[config.mk]
export PLATFORM = sky130hd
export DESIGN_NAME = rxc_ctrl
export DESIGN_NICKNAME = d
export VERILOG_FILES = /design/src/rxc_pkg.sv /design/src/rxc_clk_div.sv /design/src/rxc_buf2.sv /design/src/rxc_ctrl.sv
export SDC_FILE = /design/constraint.sdc
export NUM_CORES = 1
export LEC_CHECK = 0
export BUFFER_PORTS_ARGS = -buffer_cell sky130_fd_sc_hd__buf_2
export CORE_AREA = 3 3 81 83
export CTS_BUF_LIST = sky130_fd_sc_hd__clkbuf_4
export CTS_CLUSTER_SIZE = 30
export DETAILED_ROUTE_END_ITERATION = 7
export DIE_AREA = 0 0 84 86
export GPL_TIMING_DRIVEN = 0
export HOLD_SLACK_MARGIN = 0.12
export PLACE_DENSITY = 0.82
export SLEW_MARGIN = 20
export SYNTH_ARGS = -nofsm -noshare
export SYNTH_HDL_FRONTEND = slang
export SYNTH_SLANG_ARGS = --single-unit
[constraint.sdc]
create_clock -name clk_i -period 6.8 [get_ports clk_i]
set_input_delay 0.34 -clock clk_i [delete_from_list [all_inputs] [get_ports clk_i]]
set_output_delay 0.34 -clock clk_i [all_outputs]
set_load 0.01 [all_outputs]
[src/rxc_pkg.sv]
package rxc_pkg;

    ////////////////////////////////////////////////////////////////////////
    // clock output select codes and divide ratios
    localparam logic [1:0] CLK_SEL_OFF = 2'h0;
    localparam logic [1:0] CLK_SEL_DIV3 = 2'h1;
    localparam logic [1:0] CLK_SEL_DIV6 = 2'h2;
    localparam logic [1:0] CLK_SEL_DIV12 = 2'h3;
    localparam logic [3:0] CLK_DIV3 = 4'h3;
    localparam logic [3:0] CLK_DIV6 = 4'h6;
    localparam logic [3:0] CLK_DIV12 = 4'hc;

    ////////////////////////////////////////////////////////////////////////
    // base tick is the oscillator divided by sixteen
    localparam logic [3:0] BASE_DIV_LAST = 4'hf;

    // scaled tick length in base ticks per bit-rate range
    localparam logic [3:0] XSCALE_R0 = 4'h8;
    localparam logic [3:0] XSCALE_R1 = 4'h4;
    localparam logic [3:0] XSCALE_R2 = 4'h2;
    localparam logic [3:0] XSCALE_R3 = 4'h1;

    ////////////////////////////////////////////////////////////////////////
    // defaults for tunable counts, plus the fixed pin count
    localparam int STARTUP_XTICKS_DEF = 32;
    localparam int DEBOUNCE_DEF = 2;
    localparam int BUF_DEPTH_DEF = 2;
    localparam int PIN_COUNT = 12;

    typedef enum logic [3:0] {
        RXC_OFF = 4'h1,
        RXC_STANDBY = 4'h2,
        RXC_STARTUP = 4'h4,
        RXC_ACTIVE = 4'h8
    } rxc_mode_t;

endpackage : rxc_pkg

[src/rxc_clk_div.sv]
`timescale 1ns/1ps
module rxc_clk_div (
    input wire logic clk_i,
    input wire logic sys_rst_i,
    input wire logic ce_i,
    input wire logic run_i,
    input wire logic [1:0] sel_i,
    output logic clk_o
);

    logic [3:0] cnt_q;
    logic tog_q;
    logic p_q;
    logic n_q;
    logic [3:0] div_w;
    logic [3:0] half_last_w;
    logic on_w;
    logic wrap_w;
    logic is3_w;

    assign on_w = run_i && (sel_i != rxc_pkg::CLK_SEL_OFF);
    assign is3_w = sel_i == rxc_pkg::CLK_SEL_DIV3;
    assign div_w = is3_w ? rxc_pkg::CLK_DIV3 :
                   (sel_i == rxc_pkg::CLK_SEL_DIV6) ? rxc_pkg::CLK_DIV6 :
                   rxc_pkg::CLK_DIV12;
    assign half_last_w = {1'b0, div_w[3:1]} - 4'h1;
    assign wrap_w = cnt_q >= (div_w - 4'h1);

    ////////////////////////////////////////////////////////////////////////
    // even ratios toggle at half period, odd one merges both edges
    always_ff @(posedge clk_i or posedge sys_rst_i)
    begin
        if (sys_rst_i)
        begin
            cnt_q <= 4'h0;
            tog_q <= 1'b0;
            p_q <= 1'b0;
        end
        else if (ce_i)
        begin
            if (!on_w)
            begin
                cnt_q <= 4'h0;
                tog_q <= 1'b0;
                p_q <= 1'b0;
            end
            else
            begin
                cnt_q <= wrap_w ? 4'h0 : cnt_q + 4'h1;
                if (cnt_q == half_last_w || wrap_w)
                    tog_q <= ~tog_q;
                p_q <= wrap_w;
            end
        end
    end

    // half-cycle stretch gives the divide-by-three its even duty
    always_ff @(negedge clk_i or posedge sys_rst_i)
    begin
        if (sys_rst_i)
            n_q <= 1'b0;
        else if (ce_i)
            n_q <= on_w && p_q;
    end

    assign clk_o = is3_w ? (p_q | n_q) : tog_q;
endmodule : rxc_clk_div

[src/rxc_buf2.sv]
`timescale 1ns/1ps
module rxc_buf2 #(
    parameter int WIDTH = 1,
    parameter int DEPTH = 2
) (
    input wire logic clk_i,
    input wire logic sys_rst_i,
    input wire logic ce_i,
    input wire logic in_valid_i,
    output logic in_ready_o,
    input wire logic [WIDTH-1:0] in_data_i,
    output logic out_valid_o,
    input wire logic out_ready_i,
    output logic [WIDTH-1:0] out_data_o
);

    localparam int AW = (DEPTH > 1) ? $clog2(DEPTH) : 1;
    localparam logic [AW:0] FULL = (AW+1)'(DEPTH);
    localparam logic [AW-1:0] LAST = AW'(DEPTH - 1);

    logic [WIDTH-1:0] mem_q [DEPTH];
    logic [AW-1:0] wr_q;
    logic [AW-1:0] rd_q;
    logic [AW:0] cnt_q;
    logic push_w;
    logic pop_w;

    assign in_ready_o = cnt_q != FULL;
    assign out_valid_o = cnt_q != '0;
    assign out_data_o = mem_q[rd_q];
    assign push_w = ce_i && in_valid_i && in_ready_o;
    assign pop_w = ce_i && out_valid_o && out_ready_i;

    ////////////////////////////////////////////////////////////////////////
    always_ff @(posedge clk_i or posedge sys_rst_i)
    begin
        if (sys_rst_i)
        begin
            wr_q <= '0;
            rd_q <= '0;
            cnt_q <= '0;
        end
        else
        begin
            if (push_w)
                wr_q <= (wr_q == LAST) ? '0 : wr_q + 1'b1;
            if (pop_w)
                rd_q <= (rd_q == LAST) ? '0 : rd_q + 1'b1;
            if (push_w && !pop_w)
                cnt_q <= cnt_q + 1'b1;
            else if (pop_w && !push_w)
                cnt_q <= cnt_q - 1'b1;
        end
    end

    // storage has no reset, only valid words are ever read
    always_ff @(posedge clk_i)
    begin
        if (push_w)
            mem_q[wr_q] <= in_data_i;
    end
endmodule : rxc_buf2

[src/rxc_ctrl.sv]
`timescale 1ns/1ps
module rxc_ctrl #(
    parameter int STARTUP_XTICKS = rxc_pkg::STARTUP_XTICKS_DEF,
    parameter int DEBOUNCE = rxc_pkg::DEBOUNCE_DEF,
    parameter int BUF_DEPTH = rxc_pkg::BUF_DEPTH_DEF
) (
    input wire logic clk_i,
    input wire logic sys_rst_i,
    input wire logic ce_i,
    input wire logic chip_enable_i,
    input wire logic rx_enable_i,
    input wire logic clock_out_select_lo_i,
    input wire logic clock_out_select_hi_i,
    input wire logic rate_select_lo_i,
    input wire logic rate_select_hi_i,
    input wire logic sens_reduce_req_i,
    input wire logic modulation_select_i,
    input wire logic rssi_above_i,
    input wire logic demod_data_i,
    input wire logic osc_amp_ok_i,
    input wire logic digital_supply_ok_i,
    input wire logic data_ready_i,
    output logic mcu_clk_o,
    output logic osc_enable_o,
    output logic rx_path_enable_o,
    output logic rx_ready_o,
    output logic sens_latch_o,
    output logic data_pin_o,
    output logic data_valid_o,
    output logic data_o
);

    localparam logic [15:0] SU_LAST = 16'(STARTUP_XTICKS - 1);

    ////////////////////////////////////////////////////////////////////////
    // pin synchronisers: only the second stage is read
    logic [rxc_pkg::PIN_COUNT-1:0] pins_w;
    logic [rxc_pkg::PIN_COUNT-1:0] meta_q;
    logic [rxc_pkg::PIN_COUNT-1:0] sync_q;

    assign pins_w = {chip_enable_i, rx_enable_i, clock_out_select_hi_i,
                     clock_out_select_lo_i, rate_select_hi_i,
                     rate_select_lo_i, sens_reduce_req_i,
                     modulation_select_i, rssi_above_i, demod_data_i,
                     osc_amp_ok_i, digital_supply_ok_i};

    always_ff @(posedge clk_i or posedge sys_rst_i)
    begin
        if (sys_rst_i)
        begin
            meta_q <= '0;
            sync_q <= '0;
        end
        else if (ce_i)
        begin
            meta_q <= pins_w;
            sync_q <= meta_q;
        end
    end

    logic en_s;
    logic rx_s;
    logic [1:0] csel_s;
    logic [1:0] bit_rate_range;
    logic sense_s;
    logic mod_s;
    logic rssi_s;
    logic demod_s;
    logic amp_ok_s;
    logic supply_ok_s;

    assign {en_s, rx_s, csel_s, bit_rate_range, sense_s, mod_s, rssi_s,
            demod_s, amp_ok_s, supply_ok_s} = sync_q;

    ////////////////////////////////////////////////////////////////////////
    // operating mode
    rxc_pkg::rxc_mode_t st_q;
    rxc_pkg::rxc_mode_t st_d;
    logic [15:0] su_cnt_q;
    logic clk_run_w;
    logic base_tick;
    logic xtick;
    logic su_done_w;

    assign su_done_w = xtick && (su_cnt_q == SU_LAST);

    always_comb
    begin
        st_d = st_q;
        unique case (st_q)
            rxc_pkg::RXC_OFF,
            rxc_pkg::RXC_STANDBY:
                if (rx_s)
                    st_d = rxc_pkg::RXC_STARTUP;
                else if (en_s)
                    st_d = rxc_pkg::RXC_STANDBY;
                else
                    st_d = rxc_pkg::RXC_OFF;
            rxc_pkg::RXC_STARTUP:
                if (!rx_s)
                    st_d = en_s ? rxc_pkg::RXC_STANDBY : rxc_pkg::RXC_OFF;
                else if (su_done_w)
                    st_d = rxc_pkg::RXC_ACTIVE;
            rxc_pkg::RXC_ACTIVE:
                if (!rx_s)
                    st_d = en_s ? rxc_pkg::RXC_STANDBY : rxc_pkg::RXC_OFF;
            default:
                st_d = rxc_pkg::RXC_OFF;
        endcase
    end

    always_ff @(posedge clk_i or posedge sys_rst_i)
    begin
        if (sys_rst_i)
        begin
            st_q <= rxc_pkg::RXC_OFF;
            su_cnt_q <= 16'h0000;
        end
        else if (ce_i)
        begin
            st_q <= st_d;
            if (st_q != rxc_pkg::RXC_STARTUP)
                su_cnt_q <= 16'h0000;
            else if (xtick)
                su_cnt_q <= su_cnt_q + 16'h0001;
        end
    end

    assign osc_enable_o = st_q != rxc_pkg::RXC_OFF;
    assign rx_path_enable_o = (st_q == rxc_pkg::RXC_STARTUP) ||
                              (st_q == rxc_pkg::RXC_ACTIVE);
    assign rx_ready_o = st_q == rxc_pkg::RXC_ACTIVE;
    // no clock until amplitude and digital supply are both good
    assign clk_run_w = osc_enable_o && amp_ok_s && supply_ok_s;

    ////////////////////////////////////////////////////////////////////////
    // base and scaled ticks
    function automatic logic [3:0] xscale_last(input logic [1:0] range);
        unique case (range)
            2'h0: xscale_last = rxc_pkg::XSCALE_R0 - 4'h1;
            2'h1: xscale_last = rxc_pkg::XSCALE_R1 - 4'h1;
            2'h2: xscale_last = rxc_pkg::XSCALE_R2 - 4'h1;
            2'h3: xscale_last = rxc_pkg::XSCALE_R3 - 4'h1;
        endcase
    endfunction : xscale_last

    logic [3:0] bcnt_q;
    logic [3:0] xcnt_q;
    logic [3:0] xlast_w;
    logic stall_w;

    assign xlast_w = xscale_last(bit_rate_range);
    assign base_tick = clk_run_w && (bcnt_q == rxc_pkg::BASE_DIV_LAST);
    assign xtick = base_tick && (xcnt_q >= xlast_w) && !stall_w;

    always_ff @(posedge clk_i or posedge sys_rst_i)
    begin
        if (sys_rst_i)
        begin
            bcnt_q <= 4'h0;
            xcnt_q <= 4'h0;
        end
        else if (ce_i)
        begin
            bcnt_q <= clk_run_w ? bcnt_q + 4'h1 : 4'h0;
            if (!clk_run_w || xtick)
                xcnt_q <= 4'h0;
            else if (base_tick && xcnt_q < xlast_w)
                xcnt_q <= xcnt_q + 4'h1;
        end
    end

    ////////////////////////////////////////////////////////////////////////
    // debounce on scaled ticks
    logic [DEBOUNCE-1:0] hist_q;
    logic deb_q;

    always_ff @(posedge clk_i or posedge sys_rst_i)
    begin
        if (sys_rst_i)
        begin
            hist_q <= '0;
            deb_q <= 1'b0;
        end
        else if (ce_i && xtick)
        begin
            hist_q <= {hist_q[DEBOUNCE-2:0], demod_s};
            if (&hist_q)
                deb_q <= 1'b1;
            else if (~|hist_q)
                deb_q <= 1'b0;
        end
    end

    ////////////////////////////////////////////////////////////////////////
    // threshold latch; set wins over any clear in the same cycle
    logic latch_q;
    logic mod_d_q;
    logic mod_rise_w;
    logic latch_set_w;
    logic latch_clr_w;
    logic pass_w;

    assign mod_rise_w = base_tick && mod_s && !mod_d_q;
    // the comparator counts only with the path fully up
    assign latch_set_w = rssi_s && rx_ready_o;
    assign latch_clr_w = mod_rise_w || !rx_path_enable_o;
    // same gate for either modulation: the mode pin only clears it
    assign pass_w = !sense_s || latch_q;

    always_ff @(posedge clk_i or posedge sys_rst_i)
    begin
        if (sys_rst_i)
        begin
            latch_q <= 1'b0;
            mod_d_q <= 1'b0;
        end
        else if (ce_i)
        begin
            if (base_tick)
                mod_d_q <= mod_s;
            latch_q <= latch_set_w || (latch_q && !latch_clr_w);
        end
    end

    assign sens_latch_o = latch_q;

    ////////////////////////////////////////////////////////////////////////
    // data out: level pin plus sampled words through the buffer
    logic data_pin_q;
    logic pend_v_q;
    logic pend_q;
    logic buf_ready_w;

    // a full buffer freezes the sampling rather than drop a word
    assign stall_w = pend_v_q && !buf_ready_w;

    always_ff @(posedge clk_i or posedge sys_rst_i)
    begin
        if (sys_rst_i)
        begin
            data_pin_q <= 1'b0;
            pend_v_q <= 1'b0;
            pend_q <= 1'b0;
        end
        else if (ce_i)
        begin
            data_pin_q <= rx_ready_o && pass_w && deb_q;
            if (xtick && rx_ready_o)
            begin
                pend_v_q <= 1'b1;
                pend_q <= pass_w && deb_q;
            end
            else if (buf_ready_w)
                pend_v_q <= 1'b0;
        end
    end

    assign data_pin_o = data_pin_q;

    rxc_buf2 #(
        .WIDTH(1),
        .DEPTH(BUF_DEPTH)
    ) u_buf (
        .clk_i(clk_i),
        .sys_rst_i(sys_rst_i),
        .ce_i(ce_i),
        .in_valid_i(pend_v_q),
        .in_ready_o(buf_ready_w),
        .in_data_i(pend_q),
        .out_valid_o(data_valid_o),
        .out_ready_i(data_ready_i),
        .out_data_o(data_o)
    );

    rxc_clk_div u_div (
        .clk_i(clk_i),
        .sys_rst_i(sys_rst_i),
        .ce_i(ce_i),
        .run_i(clk_run_w),
        .sel_i(csel_s),
        .clk_o(mcu_clk_o)
    );

    ////////////////////////////////////////////////////////////////////////
    logic [4:0] gap_q;

    always_ff @(posedge clk_i or posedge sys_rst_i)
    begin
        if (sys_rst_i)
            gap_q <= 5'h00;
        else if (ce_i)
            gap_q <= (base_tick || !clk_run_w) ? 5'h00 : gap_q + 5'h01;
    end
endmodule : rxc_ctrl

==> summary.txt <==
Drt
  • WL per Instance: 16.1 microns
  • Post-detailed-route count of antenna-violating nets: 0
  • DRC viols: 0
  • Vias per cell: 5.90
  • Initial DRT Pass Iterations: 4
  • Vias: 2791
  • Starting DRT DRC Count: 175
  • Routed wire length: 7.62 mm

Synth
  • Largest cells by area after synthesis: dfrtp_1, mux2_2, ha_1
  • Mapped Area: 0.00377 sq mm
  • Ys flop type: dfrtp_1
  • Top-count cell post-synth: dfrtp_1
  • Cells after Synth: 355
  • Number of synthesized flops with an enable pin: 2
  • Sequential area share after synthesis: 0.487
  • Seq cells post-synth: 73
  • Top-area cell type share of the netlist area: 0.457
  • Synth warn: 0
  • Synth top cells by count: dfrtp_1, nand2_1, mux2_2
  • Cell taking the most area after synthesis: dfrtp_1
  • Synth Area per Inst: 10.6 sq um
  • Synth Net Count: 388
  • Asr flop ratio synth: 0.973
  • Synth cell types: 59

Pwr
  • Combinational fraction of design power: 0.208
  • Max VDD drop: 0.185 mV
  • Power per cell area: 233 mW/mm^2
  • Sw frac: 0.312
  • Leakage power: 1.88 nW
  • Flop pwr share: 0.509
  • P_sw: 0.000305 W
  • Int Pwr: 0.000671 W
  • Clock power share: 0.283

Clock network
  • Post-CTS setup buffers: 0
  • Root Buffer: clkbuf_4
  • Post-cts sizing count: 0
  • # hold bufs at CTS: 1
  • Max clock buf depth: 2
  • Total CTS buffers: 9
  • CTS tree: done
  • Clk_lat worst skew: 0.43 ns
  • CTS sink cnt: 73
  • H-tree levels: 3
  • Clock slew at reported path FFs: 0.12 ns

Run
  • Max_cap viols: 0

STA
  • Final Slew Violations: 0
  • Max_slew headroom: 0.345
  • Worst Hold Slack: 0.139 ns
  • Worst Tran Pin Value: 0.980 ns
  • Final hold vios: 0
  • Clk_skew: 0.0356 ns
  • Setup ws final: 1.67 ns
  • Number of setup violations in the final report: 0
  • Post-route setup TNS: 0 ns
  • RSZ-0062 raised after global routing: false

Setup path
  • Worst EP arrival: 1.98 ns
  • Crit path required time: 3.65 ns
  • Critical path class: flip-flop to flip-flop
  • Critical path launch point type: flip-flop
  • RR Startpoint: st_q[0]
  • Crit path max fanout: 9
  • Worst Setup End Kind: flip-flop
  • CP startpoint: st_q[0]

Finish
  • Layout cell share with drive strength beyond 1: 0.211
  • Final nets: 426
  • Antenna cells: 0
  • Area growth from synthesis to layout: 10.8%
  • Fin cells: 473
  • Core Util, Final: 0.706

Place
  • Port bufs: 23
  • Worst slack, placed: 1.71 ns
  • Dpl cells: 454
  • Routability cong.: 0.819
  • Dpl hpwl: 5.43 mm

Hold path
  • HP Start: digital_supply_ok_i
  • Worst hold path type: primary input to flip-flop

Die
  • I/O pin cnt: 24
  • Initial Utilization: 0.638
  • Die Y: 86 microns
  • Die W: 84 microns
  • Full die area: 0.00722 sq mm
  • Site row count: 28
  • Core area: 0.00592 sq mm

Global routing
  • Total grt overflow: 0
  • Vias in the first global route: 2788
  • Total track usage: 0.234
  • First-pass GRT wire length: 13.4 mm
  • Initial antenna violation count: 0
  • Maximum number of pins on one net before global-route repair: 48

Status
  • Outcome: complete, no violations
flip-flops by register name, indices dropped and copies added, names as in the netlist:
| register | cells |
|---|---|
| u_buf.rd_q | 1 |
| pend_v_q | 1 |
| mod_d_q | 1 |
| u_div.cnt_q | 4 |
| u_buf.cnt_q | 2 |
| u_buf.mem_q | 2 |
| bcnt_q | 4 |
| hist_q | 2 |
| u_div.tog_q | 1 |
| data_pin_o | 1 |
| deb_q | 1 |
| sync_q | 12 |
| st_q | 4 |
| u_div.p_q | 1 |
| meta_q | 12 |
| sens_latch_o | 1 |
| u_div.n_q | 1 |
| xcnt_q | 4 |
| u_buf.wr_q | 1 |
| pend_q | 1 |
| su_cnt_q | 16 |
cell type report:
| cell class | count | area [sq um] |
|---|---|---|
| inverter | 16 | 62.6 |
| clock buffer | 9 | 67.6 |
| timing repair buffer | 27 | 173 |
| fill | 417 | 1740 |
| sequential | 73 | 1840 |
| multi-input combinational | 250 | 1800 |
| clock inverter | 7 | 71.3 |
| buffer | 16 | 77.6 |
| tap | 75 | 93.8 |
path summary, 6_finish.rpt:
path | end | cells after the start | slack [ns]
setup / recovery | u_div.n_q | 6 | 1.67
hold / removal | meta_q[0] | 2 | 0.14
setup reg to reg | u_div.n_q | 6 | 1.67
hold reg to reg | u_div.n_q | 2 | 0.46
max in group asynchronous | u_div.n_q | 4 | 2.48
min in group asynchronous | st_q[2] | 3 | 0.43
power groups by stage:
stage	Clock, W	Combinational (W)	Sequential, W
2_1_floorplan	0	0.000151	0.000495
5_1_grt	0.000302	0.000227	0.000501
3_3_place_gp	0	0.000189	0.000501
3_5_place_dp	0	0.000200	0.000505
6_report	0.000276	0.000203	0.000497
4_1_cts	0.000279	0.000203	0.000496
kinds of logic (layout without fill, tap and decap cells):
kind of cell / count (synthesis) / count (layout) / share of synthesized area
DFF: 73 / 73 / 0.487
xor gates and xnor gates: 16 / 16 / 0.0371
and+or+nand+nor: 132 / 132 / 0.190
adders and majority gates: 17 / 17 / 0.0563
buffers and inverters: 32 / 75 / 0.0365
muxes: 33 / 33 / 0.0984
AOI/OAI and AO/OA: 52 / 52 / 0.0951
metrics by stage:
| step | instance area, sq um | power, W |
|---|---|---|
| CTS | 4160 | 0.000978 |
| global route | 4180 | 0.00103 |
| finish | 4180 | 0.000976 |
| floorplan | 3770 | 0.000646 |
| global placement | 3980 | 0.000690 |
| detailed placement | 4010 | 0.000705 |
cells in the final DEF, fill, tap and decap left out, types with 11 or more instances in the layout:
cell type,n
xnor2_1,11
ha_1,17
nand2_1,32
o21ai_0,15
mux2_2,30
dfrtp_1,69
nand3_1,16
inv_1,14
nor2_1,25
buf_2,25
worst max-delay path: stages, from the launching register on:
cell and delay (ns):
dfstp_2 0.55, buf_6 0.11, or4b_4 0.50, nand3_4 0.16, nor2_1 0.09, nand3_1 0.08
nand2_1 0.07
layer usage:
metal,share of wire,global-route usage
met5,0,0
met4,0.022,0.101
met3,0.037,0.0403
met2,0.49,0.377
met1,0.46,0.314
Note: power is estimated with default switching activity, not from simulation.
